===== src/rspi_map.vh =====
// Command codes, field positions and limits of the radio serial command port
`ifndef RSPI_MAP_VH
`define RSPI_MAP_VH

// ==========================================================
// Command byte decode
`define RSPI_CMD_PFX_MSB      7
`define RSPI_CMD_PFX_LSB      5
`define RSPI_CMD_RD_PFX       3'h0
`define RSPI_CMD_WR_PFX       3'h1
`define RSPI_CMD_ADDR_MSB     4
`define RSPI_CMD_TXP          8'ha0
`define RSPI_CMD_NO_OPERATION 8'hff

// ==========================================================
// Transfer limits in data bytes
`define RSPI_REG_MAX_BYTES    5
`define RSPI_TXP_MAX_BYTES    32

// ==========================================================
// Status byte layout: pipe number field
`define RSPI_STAT_PIPE_MSB    3
`define RSPI_STAT_PIPE_LSB    1

// ==========================================================
// Reset values
`define RSPI_STATE_RST        3'h0
`define RSPI_BIT_RST          3'h0
`define RSPI_IDX_RST          6'h00
`define RSPI_PIPE_RST         3'h7
`define RSPI_SYNC_RST         1'b0
`define RSPI_CSN_SYNC_RST     1'b1

`endif


===== src/rspi_sync.v =====
// Two-flop synchroniser for pin inputs of the serial command port
`timescale 1ns/1ps

module rspi_sync #(
  parameter       RST_VAL = 1'b0
) (
  input  wire     i_clk,
  input  wire     i_arst_n,
  input  wire     i_async,
  output wire     o_sync
);

  reg meta_q;
  reg sync_q;

  // ==========================================================
  // Synchroniser chain
  // First stage feeds only the second stage
  always @(posedge i_clk or negedge i_arst_n) begin
    if (!i_arst_n) begin
      meta_q <= RST_VAL;
      sync_q <= RST_VAL;
    end else begin
      meta_q <= i_async;
      sync_q <= meta_q;
    end
  end

  assign o_sync = sync_q;

endmodule


===== src/rspi_port.v =====
// Device-side serial command port: command decode, register and payload transfer
`timescale 1ns/1ps
`include "rspi_map.vh"

module rspi_port #(
  parameter             REG_MAX = `RSPI_REG_MAX_BYTES,
  parameter             TXP_MAX = `RSPI_TXP_MAX_BYTES
) (
  input  wire           I_REF_CLK,
  input  wire           I_ARST_N,
  // Serial pins
  input  wire           I_SCK,
  input  wire           I_CSN_N,
  input  wire           I_MOSI,
  output wire           O_MISO,
  output wire           O_MISO_OE,
  // Status from the radio core
  input  wire [7:0]     I_STATUS,
  input  wire [2:0]     I_PIPE_NUM,
  input  wire           I_IRQ_FALL,
  // Register map access
  output wire [4:0]     O_REG_ADDR,
  output wire [2:0]     O_REG_IDX,
  output wire           O_REG_WE,
  output wire [7:0]     O_REG_WDATA,
  output wire           O_REG_RD,
  input  wire [7:0]     I_REG_RDATA,
  // Transmit payload store
  output wire           O_TXP_WE,
  output wire [4:0]     O_TXP_IDX,
  output wire [7:0]     O_TXP_DATA
);

  // ==========================================================
  // Transfer phases
  localparam [2:0] ST_IDLE = 3'h0;
  localparam [2:0] ST_CMD  = 3'h1;
  localparam [2:0] ST_RD   = 3'h2;
  localparam [2:0] ST_WR   = 3'h3;
  localparam [2:0] ST_TXP  = 3'h4;
  localparam [2:0] ST_DROP = 3'h5;

  localparam [5:0] REG_LIM = REG_MAX[5:0];
  localparam [5:0] TXP_LIM = TXP_MAX[5:0];

  wire       sck_s;
  wire       csn_s;
  wire       mosi_s;

  reg        sck_prev_q;
  reg        csn_prev_q;
  reg  [2:0] state_q;
  reg  [2:0] state_d;
  reg  [2:0] bit_q;
  reg  [6:0] rx_q;
  reg  [5:0] idx_q;
  reg  [5:0] idx_d;
  reg  [7:0] sh_q;
  reg        miso_q;
  reg        oe_q;
  reg  [2:0] pipe_q;
  reg  [4:0] addr_q;
  reg  [4:0] addr_d;
  reg        reg_we_q;
  reg        reg_we_d;
  reg  [7:0] wdata_q;
  reg        reg_rd_q;
  reg        txp_we_q;
  reg        txp_we_d;
  reg  [4:0] txp_idx_q;
  reg  [2:0] reg_idx_q;

  wire       sck_rise = sck_s & ~sck_prev_q;
  wire       sck_fall = ~sck_s & sck_prev_q;
  wire       sel_fall = ~csn_s & csn_prev_q;
  wire       sel_on   = ~csn_s;
  wire       byte_end = sck_rise & (bit_q == 3'h7);
  wire [7:0] rx_byte  = {rx_q, mosi_s};
  wire [7:0] status_b;

  // ==========================================================
  // Pin synchronisers; select idles high
  rspi_sync #(.RST_VAL(`RSPI_SYNC_RST)) u_sync_sck (
    .i_clk    (I_REF_CLK),
    .i_arst_n (I_ARST_N),
    .i_async  (I_SCK),
    .o_sync   (sck_s)
  );

  rspi_sync #(.RST_VAL(`RSPI_CSN_SYNC_RST)) u_sync_csn (
    .i_clk    (I_REF_CLK),
    .i_arst_n (I_ARST_N),
    .i_async  (I_CSN_N),
    .o_sync   (csn_s)
  );

  rspi_sync #(.RST_VAL(`RSPI_SYNC_RST)) u_sync_mosi (
    .i_clk    (I_REF_CLK),
    .i_arst_n (I_ARST_N),
    .i_async  (I_MOSI),
    .o_sync   (mosi_s)
  );

  // ==========================================================
  // Status byte with held pipe field
  // Pipe field only moves on the interrupt fall, so a status load in that cycle still carries the previous pipe number
  always @(posedge I_REF_CLK or negedge I_ARST_N) begin
    if (!I_ARST_N) begin
      pipe_q <= `RSPI_PIPE_RST;
    end else if (I_IRQ_FALL) begin
      pipe_q <= I_PIPE_NUM;
    end
  end

  assign status_b = {I_STATUS[7:`RSPI_STAT_PIPE_MSB+1], pipe_q,
                     I_STATUS[`RSPI_STAT_PIPE_LSB-1:0]};

  // ==========================================================
  // Edge history of synchronised pins
  always @(posedge I_REF_CLK or negedge I_ARST_N) begin
    if (!I_ARST_N) begin
      sck_prev_q <= `RSPI_SYNC_RST;
      csn_prev_q <= `RSPI_CSN_SYNC_RST;
    end else begin
      sck_prev_q <= sck_s;
      csn_prev_q <= csn_s;
    end
  end

  // ==========================================================
  // Command decode and per-byte actions
  always @* begin
    state_d  = state_q;
    idx_d    = idx_q;
    addr_d   = addr_q;
    reg_we_d = 1'b0;
    txp_we_d = 1'b0;
    if (byte_end) begin
      case (state_q)
        ST_CMD: begin
          idx_d  = `RSPI_IDX_RST;
          addr_d = rx_byte[`RSPI_CMD_ADDR_MSB:0];
          if (rx_byte[`RSPI_CMD_PFX_MSB:`RSPI_CMD_PFX_LSB] == `RSPI_CMD_RD_PFX) begin
            state_d = ST_RD;
          end else if (rx_byte[`RSPI_CMD_PFX_MSB:`RSPI_CMD_PFX_LSB] == `RSPI_CMD_WR_PFX) begin
            state_d = ST_WR;
          end else if (rx_byte == `RSPI_CMD_TXP) begin
            state_d = ST_TXP;
          end else begin
            // All-ones and unsupported codes carry no data
            state_d = ST_DROP;
          end
        end
        ST_WR: begin
          // Each byte lands on its own, so a short write leaves upper bytes alone
          if (idx_q < REG_LIM) begin
            reg_we_d = 1'b1;
            idx_d    = idx_q + 6'h01;
          end
        end
        ST_RD: begin
          if (idx_q < REG_LIM) begin
            idx_d = idx_q + 6'h01;
          end
        end
        ST_TXP: begin
          if (idx_q < TXP_LIM) begin
            txp_we_d = 1'b1;
            idx_d    = idx_q + 6'h01;
          end
        end
        default: begin
          state_d = state_q;
        end
      endcase
    end
  end

  // ==========================================================
  // Receive shifter, phase and counters
  always @(posedge I_REF_CLK or negedge I_ARST_N) begin
    if (!I_ARST_N) begin
      state_q <= `RSPI_STATE_RST;
      bit_q   <= `RSPI_BIT_RST;
      rx_q    <= 7'h00;
      idx_q   <= `RSPI_IDX_RST;
      addr_q  <= 5'h00;
    end else if (!sel_on) begin
      state_q <= ST_IDLE;
      bit_q   <= `RSPI_BIT_RST;
      idx_q   <= `RSPI_IDX_RST;
    end else if (sel_fall) begin
      // First byte of every frame is the command
      state_q <= ST_CMD;
      bit_q   <= `RSPI_BIT_RST;
      idx_q   <= `RSPI_IDX_RST;
    end else begin
      if (sck_rise) begin
        rx_q  <= rx_byte[6:0];
        bit_q <= bit_q + 3'h1;
      end
      state_q <= state_d;
      idx_q   <= idx_d;
      addr_q  <= addr_d;
    end
  end

  // ==========================================================
  // Strobes toward register map and payload store
  // Index and data are captured with the strobe so they stand until the next byte
  always @(posedge I_REF_CLK or negedge I_ARST_N) begin
    if (!I_ARST_N) begin
      reg_we_q  <= 1'b0;
      txp_we_q  <= 1'b0;
      wdata_q   <= 8'h00;
      txp_idx_q <= 5'h00;
      reg_idx_q <= 3'h0;
    end else begin
      reg_we_q <= reg_we_d & sel_on;
      txp_we_q <= txp_we_d & sel_on;
      if (reg_we_d | txp_we_d) begin
        wdata_q   <= rx_byte;
        txp_idx_q <= idx_q[4:0];
      end
      if (reg_we_d) begin
        reg_idx_q <= idx_q[2:0];
      end else if (byte_end & (state_q == ST_RD)) begin
        reg_idx_q <= idx_d[2:0];
      end else if (byte_end & (state_q == ST_CMD)) begin
        reg_idx_q <= 3'h0;
      end
    end
  end

  // ==========================================================
  // Transmit shifter: status first, then read data, else zeros
  // Output changes two to three reference cycles after the serial clock falls
  always @(posedge I_REF_CLK or negedge I_ARST_N) begin
    if (!I_ARST_N) begin
      sh_q     <= 8'h00;
      miso_q   <= 1'b0;
      oe_q     <= 1'b0;
      reg_rd_q <= 1'b0;
    end else begin
      oe_q     <= sel_on;
      reg_rd_q <= 1'b0;
      if (!sel_on) begin
        sh_q   <= 8'h00;
        miso_q <= 1'b0;
      end else if (sel_fall) begin
        sh_q   <= status_b;
        miso_q <= status_b[7];
      end else if (sck_fall & (bit_q == 3'h0)) begin
        // New byte boundary: fetch next register byte while in range
        if ((state_q == ST_RD) & (idx_q < REG_LIM)) begin
          sh_q     <= I_REG_RDATA;
          miso_q   <= I_REG_RDATA[7];
          reg_rd_q <= 1'b1;
        end else begin
          sh_q   <= 8'h00;
          miso_q <= 1'b0;
        end
      end else if (sck_fall) begin
        sh_q   <= {sh_q[6:0], 1'b0};
        miso_q <= sh_q[6];
      end
    end
  end

  // ==========================================================
  // Outputs
  assign O_MISO      = miso_q;
  assign O_MISO_OE   = oe_q;
  assign O_REG_ADDR  = addr_q;
  assign O_REG_IDX   = reg_idx_q;
  assign O_REG_WE    = reg_we_q;
  assign O_REG_WDATA = wdata_q;
  assign O_REG_RD    = reg_rd_q;
  assign O_TXP_WE    = txp_we_q;
  assign O_TXP_IDX   = txp_idx_q;
  assign O_TXP_DATA  = wdata_q;

endmodule


===== config.mk =====
export PLATFORM = sky130hd
export DESIGN_NAME = rspi_port
export DESIGN_NICKNAME = d
export VERILOG_FILES = /design/src/rspi_sync.v /design/src/rspi_port.v
export VERILOG_INCLUDE_DIRS = /design/src
export SDC_FILE = /design/constraint.sdc
export NUM_CORES = 1
export LEC_CHECK = 0
export ABC_CLOCK_PERIOD_IN_PS = 2100
export BUFFER_PORTS_ARGS = -buffer_cell sky130_fd_sc_hd__buf_2
export CORE_UTILIZATION = 25
export DETAILED_ROUTE_END_ITERATION = 8
export MAX_ROUTING_LAYER = met4
export PLACE_DENSITY_LB_ADDON = 0.05
export SYNTH_ARGS = -nofsm -noshare
export SYNTH_HDL_FRONTEND = slang
export SYNTH_HIERARCHICAL = 1
export SYNTH_SLANG_ARGS = --single-unit

===== constraint.sdc =====
create_clock -name I_REF_CLK -period 2.1 [get_ports I_REF_CLK]
set_input_delay 0.42 -clock I_REF_CLK [delete_from_list [all_inputs] [get_ports I_REF_CLK]]
set_output_delay 0.42 -clock I_REF_CLK [all_outputs]
set_load 0.02 [all_outputs]

-- Yosys cells after proc, flatten, opt, wreduce, memory -nomap -nowiden
Cells that the tools add are included.
- register bits after elaboration: 63
- bits of input ports: 25
- output and inout bits: 34
- logic and storage cells: 104
- add/sub/neg operators: 2
- magnitude comparators: 2
- equality and inequality tests: 9
- multiplexer cells: 39
- bitwise operators: 15
- reductions and logical operators: 13
- operators by type and width (operator ; count):
    $mux W3 ; 12
    $mux W7 ; 5
    $mux W6 ; 5
    $pmux W6 S3 ; 1
    $mux W1 ; 16
    $reduce_bool A3 Y1 ; 4
    $and A1 B1 Y1 ; 10
    $eq A8 B8 Y1 const B ; 1
    $reduce_and A4 Y1 ; 2
    $add A6 B1 Y6 const B ; 1
    $eq A3 B1 Y1 const B ; 2
    $eq A3 B2 Y1 const B ; 2
    $eq A3 B3 Y1 const B ; 2
    $logic_not A3 Y1 ; 2
    $lt A6 B3 Y1 const B ; 1
    $lt A6 B6 Y1 const B ; 1
    $reduce_bool A5 Y1 ; 1
    $ne A4 B1 Y1 const B ; 1
    $ne A4 B3 Y1 const B ; 1
    $not A1 Y1 ; 4
    $reduce_bool A4 Y1 ; 1
    $add A3 B1 Y3 const B ; 1
    $reduce_and A3 Y1 ; 1
    $reduce_and A2 Y1 ; 1
    other kinds (2) ; 2

-- Depth between registers and ports, before layout
Gate-level depths: netlist of run 1.
- depth in word-level cells: 8
- gate-level depth with buffers: 7
- depth with buffers taken out: 6

-- Cells and area by module
Netlist of run 1, hierarchy kept.
- modules (own cells, without submodules) (module ; times used ; cells each ; area each (um^2) ; sequential area each (um^2)):
    rspi_port ; 1 ; 255 ; 2857.7 ; 1431.4
    rspi_sync (u_sync_mosi ...) ; 2 ; 2 ; 50.0 ; 50.0
    rspi_sync (u_sync_csn) ; 1 ; 2 ; 52.6 ; 52.6

-- Worst setup path before layout of run 1
Ideal clock, no wire load.
- kind: flip-flop to flip-flop
- start: reg idx_q[5]
- end: reg txp_idx_q[2], in the netlist O_TXP_IDX[2]
- setup time: 0.128 ns
- data arrival time: 1.724 ns
- data required time: 1.972 ns
- path slack: 0.248 ns
- stages on the path, launching flop included: 5
- path buffers: 1
- clock period less this slack: 1.852 ns
- path through: dfrtp_1 > or4b_4 > a21oi_2 > buf_4 > mux2_1
- word-level cells in the longest chain between the ends: 5
- elaborated cells on any way between the ends: 9
- those cells by class: 2 x order compare; 6 x mux; 1 x bitwise
- RTL lines (item ; RTL line ; RTL):
    start: declaration ; rspi_port.v:56 ; reg [5:0] idx_q;
    start signal: assignment ; rspi_port.v:186 ; idx_q <= `RSPI_IDX_RST;
    start signal: assignment ; rspi_port.v:191 ; idx_q <= `RSPI_IDX_RST;
    start signal: assignment ; rspi_port.v:196 ; idx_q <= `RSPI_IDX_RST;
    $lt A6 B3 Y1 / $lt A6 B6 Y1 (equally long branches) ; rspi_port.v:156, rspi_port.v:167 ;
    $mux W1, on equally long branches ; rspi_port.v:156, rspi_port.v:167 ;
    $mux W1 ; rspi_port.v:139 ; case (state_q)
    $mux W1 ; rspi_port.v:138 ; if (byte_end) begin
    $or A1 B1 Y1 (*) ; rspi_port.v:221 ; if (reg_we_d | txp_we_d) begin
    end signal: assignment ; rspi_port.v:223 ; txp_idx_q <= idx_q[4:0];
    end: declaration ; rspi_port.v:70 ; reg [4:0] txp_idx_q;
Every way passes the cells marked *; elsewhere a longest branch is shown, timed or not.
A chain may end at the register's enable or synchronous reset.

-- Final worst setup path of run 1
- start: reg idx_q[0]
- end: reg idx_q[3]
- word-level cells in the longest chain between the ends: 6
- elaborated cells on any way between the ends: 12
- those cells by class: 1 x add/sub; 2 x order compare; 2 x eq/ne; 6 x mux; 1 x reduce/logical
- RTL lines (item ; RTL line ; RTL):
    $add A6 B1 Y6 ; rspi_port.v:158, rspi_port.v:163, rspi_port.v:169 ;
    $mux W6, on equally long branches ; rspi_port.v:167, rspi_port.v:156, rspi_port.v:162 ;
    $pmux W6 S3 ; rspi_port.v:139 ;
    $mux W6 ; rspi_port.v:138 ;
    $mux W6 ; rspi_port.v:192 ; end else if (sel_fall) begin
    $mux W6 ; rspi_port.v:188 ; end else if (!sel_on) begin
Parallel ways exist; a longest one is shown, timed or not. The select of a mux whose other input is x is not followed.

==> impl_metrics.py, run 1 <==
metrics = {
    "timing": {
        "setup_repair_after_global_routing_missed_its_margin": "false",
        "setup_viol": 0,
        "final_hold_violation_count": 0,
        "timing_worst_slew_pin_value_ns": 0.679,
        "final.period_utilization": 0.905,
        "fin_ws_ns": 0.198,
        "clock-skew-final_ns": 0.00527,
        "final_period_minus_worst_setup_slack_ns": 1.90,
        "setup-tns-final_ns": 0,
        "max_freq_ghz": 0.526,
        "maxSlewViolCount": 0,
        "timing.slew.headroom": 0.546,
    },
    "clock_network": {
        "clock_tree.root_cell": "sky130_fd_sc_hd__clkbuf_16",
        "clk-insertion-delay-late_ns": 0.33,
        "tritoncts": "built",
        "cts_repair_resizes": 0,
        "cts.clk_slew.worst_paths_ns": 0.05,
        "tritoncts.num_buffers": 9,
        "cts_max_path_buffers": 2,
        "clock-sinks": 63,
        "cts.htree.levels": 3,
    },
    "cells_and_area": {
        "syn_to_final_growth_pct": 29.0,
        "number_of_nets_in_the_layout": 363,
        "multiInputGateArea_um2": 1270,
        "num_antenna_cells": 0,
        "footprint_of_the_flip_flops_and_latches_um2": 1580,
        "fillCellCount": 1176,
        "final_layout_size_suffix_gt1_frac": 0.386,
        "postLayoutCoreUtil": 0.336,
    },
    "power": {
        "total_power_mw": 3.16,
        "irDropWorstVdd_v": 0.000414,
        "static_leak_nw": 1.85,
        "power_density_nw_per_um2": 813,
    },
    "critical_path": {
        "required_ns": 2.34,
        "cp.arrival_ns": 2.14,
        "startpoint_type": "flip-flop",
        "timing.critical_path.to_type": "flip-flop",
        "cp_slowest_cell": "sky130_fd_sc_hd__o41ai_4",
        "ordered_list_of_cells_on_the_worst_path": "inv_1 -> ha_1 -> and2b_1 -> o41ai_4 -> buf_4 -> a211oi_1 -> o22ai_1",
        "crit_type": "reg -> reg",
        "maximum_single_stage_delay_on_the_critical_path_ns": 0.45,
        "critical_path.max_fanout": 5,
    },
    "route": {
        "vias": 2237,
        "routed_via_density": 4.66,
        "detail_route.wl_per_cell_um": 15.6,
        "route.detailed.drc": 2,
        "detail_route.iter0.violations": 77,
        "final_antenna_net_count": 0,
        "drt_pass1_iterations": 6,
        "routed_wl_um": 7460,
    },
    "synthesis": {
        "async_flop_share": 1.00,
        "area_share_of_the_leading_cell_type_in_the_synthesized_netlist": 0.474,
        "synth_sequential_area_ratio": 0.526,
        "synth.largest_area_cell": "sky130_fd_sc_hd__dfrtp_1",
        "per_instance_average_area_after_synthesis_um2": 11.5,
        "syn-num-nets": 292,
        "netlist-cell-type-count": 59,
        "synth.yosys.warnings": 6,
        "synth-main-ff-cell": "sky130_fd_sc_hd__dfrtp_1",
        "post_synth_most_frequent_cells": "sky130_fd_sc_hd__dfrtp_1 (57), sky130_fd_sc_hd__nand2_1 (19), sky130_fd_sc_hd__mux2_2 (18)",
        "synthesis.instances": 261,
        "yosysMostFrequentCell": "sky130_fd_sc_hd__dfrtp_1",
        "netlist_area_um2": 3010,
        "synth-edff-count": 0,
        "ys_top_cells_by_area": "sky130_fd_sc_hd__dfrtp_1 (47%), sky130_fd_sc_hd__mux2_2 (6.7%), sky130_fd_sc_hd__dfstp_2 (5.2%)",
        "synth_seq_cells": 63,
    },
    "grt": {
        "pin_count_of_the_biggest_net_entering_global_routing": 27,
        "number_of_global_route_vias_before_repair": 2268,
        "grt_usage": 0.134,
        "number_of_antenna_violations_at_the_first_check_in_global_routing": 0,
        "grt_first_pass_wirelength_um": 12300,
        "grt_overflow_total": 0,
    },
    "outcome": {
        "failing_checks": "design-rule violations",
        "run_status": "finished with violations",
    },
    "die": {
        "die_area_um2": 12500,
        "die_x_um": 112,
        "top_level_ports": 59,
        "std_cell_rows": 39,
        "die-height_um": 112,
        "core-area_um2": 11600,
        "initial_core_utilization": 0.260,
    },
    "placement": {
        "port_buffers": 55,
        "preCtsSetupSlack_ns": 0.190,
        "hpwl_after_detailed_placement_um": 5420,
        "gp_congestion": 0.729,
    },
    "run": {
        "drv.max_cap_violation_count": 0,
    },
    "hold_path": {
        "hold_class": "in -> reg",
    },
}
sequential cells by signal (all words and copies together), names as in the netlist, 5 cells and up:
name,cells
O_REG_ADDR,5
O_REG_WDATA,8
O_TXP_IDX,5
idx_q,6
rx_q,7
sh_q,7
cell families (layout without fill, tap and decap cells):
kind of cell,after synthesis,after routing,share of synthesized area
and+or+nand+nor,78,78,0.153
muxes,30,30,0.111
buffers and inverters,29,105,0.0503
DFF,63,63,0.526
xor gates and xnor gates,1,1,0.00291
AOI/OAI and AO/OA,54,54,0.132
adders and majority gates,6,6,0.0249
critical path: cells and delay by family, from the launching register on:
kind | cells | cell delay (ns)
compound gates | 3 | 0.72
flops | 1 | 0.39
buf+inv | 2 | 0.29
simple gates | 1 | 0.27
fa+ha+maj | 1 | 0.16
routing by layer:
layer	global-route usage	wire, um	vias up	part of all wire
li1	-	-	1089	-
met1	0.172	3580	1108	0.48
met2	0.202	3550	32	0.48
met3	0.0348	243	8	0.033
met4	0.0486	94	0	0.013
met5	-	0	-	0
cells in the final DEF, fill, tap and decap left out, types with 5 or more instances in the layout:
cell type and n:
sky130_fd_sc_hd__dfrtp_1 57, sky130_fd_sc_hd__buf_2 55, sky130_fd_sc_hd__buf_4 21, sky130_fd_sc_hd__nand2_1 19, sky130_fd_sc_hd__mux2_2 18, sky130_fd_sc_hd__nor2_1 14
sky130_fd_sc_hd__a21oi_1 12, sky130_fd_sc_hd__inv_1 10, sky130_fd_sc_hd__mux2_1 10, sky130_fd_sc_hd__o21ai_0 9, sky130_fd_sc_hd__clkbuf_16 9, sky130_fd_sc_hd__ha_1 6
sky130_fd_sc_hd__dfstp_2 6, sky130_fd_sc_hd__nand3_1 5
worst paths after layout:
check,depth (start not counted),startpoint,slack (ns),end
max reg2reg,7,idx_q[0],0.20,idx_q[3]
max,7,idx_q[0],0.20,idx_q[3]
min reg2reg,0,u_sync_mosi/meta_q,0.35,u_sync_mosi/o_sync
max in group asynchronous,3,I_ARST_N,0.97,pipe_q[0]
min in group asynchronous,2,I_ARST_N,0.54,O_REG_WDATA[4]
min,1,I_CSN_N,0.19,u_sync_csn/meta_q
per-stage QoR:
| stage | instance area, um^2 | hold slack (ns) | std cells |
|---|---|---|---|
| 2_1_floorplan | 3010 | 0.124 | 261 |
| 3_5_place_dp | 3550 | 0.339 | 463 |
| 3_3_place_gp | 3550 | 0.333 | 463 |
| 5_1_grt | 3880 | 0.176 | 480 |
| 4_1_cts | 3880 | 0.168 | 480 |
| 6_report | 3880 | 0.190 | 480 |
area by class of cell:
type                       instances  area share
clock buffer                      11      0.0625
inverter                          10     0.00967
multi-input combinational        169       0.328
timing repair buffer              79       0.124
tap                              143      0.0461
clock inverter                     5      0.0209
sequential                        63       0.408
report_power, final:
part	leakage [nW]	switching, mW	total (mW)	internal [mW]
combinational	0.856	0.0974	0.196	0.0989
clock	0.156	0.536	1.61	1.07
sequential	0.834	0.0705	1.35	1.28
timing repair:
action	CTS	global route
hold buffers	1	0
endpoints found under the hold margin	10	0
setup endpoints to repair	0	0
setup buffers	0	0
Note: power is estimated with default switching activity, not from simulation.
==> run 2: changes to the inputs <==
- CORE_UTILIZATION: 25 -> 40
==> run 2 against run 1 <==
  * The run now ends clean
  * Design area is 5.2% lower
  * Non-clock buffer count fell by 3
  * Combinational power decreased by 4%
  * Power fell by 18%
  * Global-route usage rose by 5.6 points
  * Clock power decreased by 34%
  * Die area decreased by 37%
  * Final cell count down 9.8%
  * Maximum frequency fell by 0.48%
  * Sequential share of layout area increased by 2.2 points
==> impl_metrics.py, run 2 (synthesized netlist as in run 1, its figures left out) <==
metrics = {
    "cells_and_area": {
        "num_antenna_cells": 0,
        "most-common-layout-cells": "sky130_fd_sc_hd__dfrtp_1 (57), sky130_fd_sc_hd__buf_2 (55), sky130_fd_sc_hd__nand2_1 (19), sky130_fd_sc_hd__buf_4 (19), sky130_fd_sc_hd__mux2_2 (18)",
        "postLayoutCoreUtil": 0.508,
        "final_layout_size_suffix_gt1_frac": 0.386,
        "largest_register_ff_count": 8,
        "fillCellCount": 700,
        "multiInputGateArea_um2": 1280,
        "footprint_of_the_flip_flops_and_latches_um2": 1580,
        "mostFrequentLayoutCell": "sky130_fd_sc_hd__dfrtp_1",
        "design_area_um2": 3680,
        "syn_to_final_growth_pct": 22.3,
        "number_of_nets_in_the_layout": 360,
    },
    "die": {
        "initial_core_utilization": 0.415,
        "core-area_um2": 7250,
        "die_x_um": 88.8,
        "std_cell_rows": 31,
        "top_level_ports": 59,
        "die_area_um2": 7880,
        "die-height_um": 88.8,
    },
    "timing": {
        "setup_viol": 0,
        "timing_worst_slew_pin_value_ns": 0.800,
        "timing.slew.headroom": 0.467,
        "final_hold_violation_count": 0,
        "maxSlewViolCount": 0,
        "fin_ws_ns": 0.189,
        "holdWs_ns": 0.0785,
        "max_freq_ghz": 0.523,
        "setup_repair_after_global_routing_missed_its_margin": "false",
        "final_period_minus_worst_setup_slack_ns": 1.91,
        "clock-skew-final_ns": 0.00750,
        "setup-tns-final_ns": 0,
        "final.period_utilization": 0.910,
    },
    "placement": {
        "port_buffers": 55,
        "hpwl_after_detailed_placement_um": 4790,
        "gp_congestion": 0.798,
        "dpl_cell_area_um2": 3480,
        "preCtsSetupSlack_ns": 0.179,
    },
    "clock_network": {
        "cts_max_path_buffers": 2,
        "cts.clk_slew.worst_paths_ns": 0.07,
        "clock-sinks": 63,
        "cts_repair_resizes": 0,
        "tritoncts": "built",
        "tritoncts.num_buffers": 9,
        "cts.htree.levels": 3,
        "clock_tree.root_cell": "sky130_fd_sc_hd__clkbuf_8",
        "clk-insertion-delay-late_ns": 0.34,
        "cts.repair_timing.setup_buffer_count": 0,
        "holdBufCountCts": 0,
    },
    "run": {
        "drv.max_cap_violation_count": 0,
    },
    "grt": {
        "number_of_global_route_vias_before_repair": 2072,
        "grt_usage": 0.190,
        "grt_overflow_total": 0,
        "grt_first_pass_wirelength_um": 10700,
        "number_of_antenna_violations_at_the_first_check_in_global_routing": 0,
        "pin_count_of_the_biggest_net_entering_global_routing": 26,
    },
    "route": {
        "detail_route.wl_per_cell_um": 15.2,
        "routed_wl_um": 6580,
        "final_antenna_net_count": 0,
        "vias": 2255,
        "drt_pass1_iterations": 4,
        "routed_via_density": 5.21,
        "detail_route.iter0.violations": 126,
        "route.detailed.drc": 0,
    },
    "hold_path": {
        "hold_class": "in -> async",
    },
    "critical_path": {
        "crit_type": "reg -> reg",
        "cp.arrival_ns": 2.14,
        "startpoint_type": "flip-flop",
        "timing.critical_path.to_type": "flip-flop",
        "required_ns": 2.33,
        "cp_slowest_cell": "sky130_fd_sc_hd__or4b_4",
        "ordered_list_of_cells_on_the_worst_path": "or4b_4 -> a21oi_2 -> buf_12 -> mux2_2",
        "maximum_single_stage_delay_on_the_critical_path_ns": 0.62,
        "critical_path.max_fanout": 13,
    },
    "power": {
        "power_density_nw_per_um2": 704,
        "irDropWorstVdd_v": 0.000469,
        "static_leak_nw": 1.77,
    },
    "outcome": {
        "run_status": "finished clean",
    },
}
[run 2: path summary, 6_finish.rpt]
path	start	endpoint	slack (ns)	cells after the start
setup / recovery	idx_q[5]	O_TXP_IDX[0]	0.19	4
hold / removal	I_ARST_N	O_TXP_IDX[3]	0.08	1
setup reg to reg	idx_q[5]	O_TXP_IDX[0]	0.19	4
hold reg to reg	u_sync_sck/meta_q	u_sync_sck/o_sync	0.35	0
max in group asynchronous	I_ARST_N	pipe_q[2]	1.39	2
min in group I_REF_CLK	I_CSN_N	u_sync_csn/meta_q	0.18	1
[run 2: critical path: cells and delay by family, from the launching register on]
family	cells	cell delay, ns
AND/OR/NAND/NOR	1	0.62
flip-flops	1	0.47
multiplexers	1	0.33
AO/OA/AOI/OAI	1	0.20
buffers and inverters	1	0.17
[run 2: where the power goes]
group / switching [mW] / internal [mW]
combinational: 0.0931 / 0.0945
clock: 0.479 / 0.578
sequential: 0.0683 / 1.28
total: 0.640 / 1.95
[run 2: cell type report]
type | instances | share of cell area
Sequential cell | 63 | 0.430
Timing Repair Buffer | 76 | 0.124
Inverter | 10 | 0.0102
Tap cell | 99 | 0.0336
Clock buffer | 11 | 0.0384
Multi-Input combinational cell | 169 | 0.348
Clock inverter | 5 | 0.0156
[run 2: routing by layer]
layer  track usage  part of all wire  wire length, um  up-vias
met5             -                 0                0        -
met4        0.0968             0.020              131        0
met3        0.0336             0.029              192        9
met2         0.268              0.46             3000       39
met1         0.261              0.50             3260     1122
li1              -                 -                -     1085
[run 2: stage by stage]
| stage | power [mW] | instances |
|---|---|---|
| after floorplan | 1.46 | 261 |
| after global placement | 1.56 | 417 |
| after detailed placement | 1.56 | 417 |
| after CTS | 2.62 | 433 |
| after global routing | 2.69 | 433 |
| final | 2.59 | 433 |
==> run 3: changes to the inputs <==
- CORE_UTILIZATION: 40 -> 55
==> run 3 against run 2 <==
  * Global-route usage is 5.4 points higher
  * Clock skew hardly changed
  * Combinational power is 3% lower
  * Hold slack worse by 0.011 ns
  * Die area is 27% lower
  * Clock-buffer cell count stayed put
  * Register-to-register slack worse by 0.03 ns
  * Sequential power hardly changed
  * Worst setup slack worse by 0.032 ns
==> impl_metrics.py, run 3 (synthesized netlist as in run 1, its figures left out) <==
metrics = {
    "clock_network": {
        "cts_max_path_buffers": 2,
        "clk-insertion-delay-late_ns": 0.34,
        "tritoncts": "built",
        "cts.repair_timing.setup_buffer_count": 0,
        "cts_repair_resizes": 0,
        "holdBufCountCts": 0,
        "cts.htree.levels": 3,
        "cts.clk_slew.worst_paths_ns": 0.07,
        "clock_tree.root_cell": "sky130_fd_sc_hd__clkbuf_8",
        "tritoncts.num_buffers": 9,
        "clock-sinks": 63,
    },
    "timing": {
        "final.period_utilization": 0.925,
        "timing_worst_slew_pin_value_ns": 0.772,
        "setup_viol": 0,
        "maxSlewViolCount": 0,
        "max_freq_ghz": 0.515,
        "final_period_minus_worst_setup_slack_ns": 1.94,
        "timing.slew.headroom": 0.486,
        "setup_repair_after_global_routing_missed_its_margin": "false",
        "setup-tns-final_ns": 0,
        "final_hold_violation_count": 0,
        "clock-skew-final_ns": 0.00717,
    },
    "die": {
        "core-area_um2": 5200,
        "top_level_ports": 59,
        "die_x_um": 76.0,
        "die_area_um2": 5770,
        "initial_core_utilization": 0.578,
        "die-height_um": 76.0,
        "std_cell_rows": 26,
    },
    "power": {
        "total_power_mw": 2.86,
        "power_density_nw_per_um2": 782,
        "irDropWorstVdd_v": 0.000673,
        "static_leak_nw": 1.78,
    },
    "grt": {
        "pin_count_of_the_biggest_net_entering_global_routing": 64,
        "number_of_global_route_vias_before_repair": 2146,
        "grt_first_pass_wirelength_um": 10600,
        "grt_usage": 0.244,
        "number_of_antenna_violations_at_the_first_check_in_global_routing": 0,
        "grt_overflow_total": 0,
    },
    "cells_and_area": {
        "postLayoutCoreUtil": 0.703,
        "num_antenna_cells": 0,
        "final_std_cells_w_o_fill": 399,
        "most-common-layout-cells": "sky130_fd_sc_hd__dfrtp_1 (57), sky130_fd_sc_hd__buf_2 (55), sky130_fd_sc_hd__nand2_1 (19)",
        "mostFrequentLayoutCell": "sky130_fd_sc_hd__dfrtp_1",
        "design_area_um2": 3660,
        "number_of_nets_in_the_layout": 355,
        "syn_to_final_growth_pct": 21.6,
        "final_layout_size_suffix_gt1_frac": 0.377,
        "largest_register_ff_count": 8,
    },
    "critical_path": {
        "required_ns": 2.38,
        "ordered_list_of_cells_on_the_worst_path": "inv_1 -> ha_1 -> and2b_1 -> o41ai_4 -> nor4b_1 -> a221o_1",
        "regToRegStartpoint": "idx_q[0]",
        "crit_type": "reg -> reg",
        "critical_path.max_fanout": 6,
        "cp_slowest_cell": "sky130_fd_sc_hd__o41ai_4",
        "r2r_slack_ns": 0.16,
        "ff2ff_path_depth": 6,
        "maximum_single_stage_delay_on_the_critical_path_ns": 0.51,
        "timing.rr.end": "O_REG_IDX[0]",
        "startpoint_type": "flip-flop",
        "timing.critical_path.to_type": "flip-flop",
        "cp.arrival_ns": 2.22,
    },
    "placement": {
        "port_buffers": 55,
        "dpl_cell_area_um2": 3400,
        "gp_congestion": 0.850,
        "dpl.cell_count": 383,
        "hpwl_after_detailed_placement_um": 4280,
    },
    "route": {
        "routed_wl_um": 6220,
        "final_antenna_net_count": 0,
        "vias": 2217,
        "drt_pass1_iterations": 4,
        "detail_route.wl_per_cell_um": 15.6,
        "routed_via_density": 5.56,
        "detail_route.iter0.violations": 123,
        "route.detailed.drc": 0,
    },
    "outcome": {
        "run_status": "finished clean",
    },
    "run": {
        "drv.max_cap_violation_count": 0,
    },
    "hold_path": {
        "hold_class": "in -> async",
    },
}
run 3: metrics by stage:
stage	hold slack, ns	worst slack [ns]
6_report	0.0680	0.158
5_1_grt	0.111	0.0596
4_1_cts	0.0861	0.155
3_5_place_dp	0.336	0.173
3_3_place_gp	0.332	0.206
2_1_floorplan	0.124	0.248
run 3: worst max path at each step:
stage                     startpoint           end  slack (ns)
after floorplan             idx_q[5]  O_TXP_IDX[2]        0.25
after global placement      idx_q[0]  O_REG_IDX[0]        0.21
after detailed placement    idx_q[0]  O_REG_IDX[0]        0.17
after CTS                   idx_q[0]  O_REG_IDX[0]        0.16
after global routing        idx_q[0]      idx_q[1]        0.06
final                       idx_q[0]  O_REG_IDX[0]        0.16
run 3: routing by layer:
layer / GRT usage / part of all wire / up-vias
met4: 0.131 / 0.026 / 0
met5: - / 0 / -
met3: 0.0467 / 0.034 / 12
met1: 0.335 / 0.48 / 1087
li1: - / - / 1071
met2: 0.344 / 0.46 / 47
run 3: cell type report:
type | instances | area (um^2)
fillers | 412 | 1550
clock buffers | 11 | 151
clock inverters | 5 | 104
inverters | 10 | 37.5
flip-flops and latches | 63 | 1580
repair buffers | 71 | 420
well taps | 70 | 87.6
multi-input cells | 169 | 1270
run 3: power breakdown:
group	switching (mW)	internal, mW	total, mW	leakage [nW]
sequential	0.0704	1.28	1.35	0.834
clock	0.473	0.853	1.33	0.130
combinational	0.0914	0.0914	0.183	0.816
run 3: worst max-delay path: cells and delay by family (launching register included):
family	cells	cell delay, ns
adders and majority gates	1	0.16
DFF	1	0.39
buffers and inverters	1	0.07
AOI/OAI and AO/OA	2	0.67
and+or+nand+nor	2	0.59
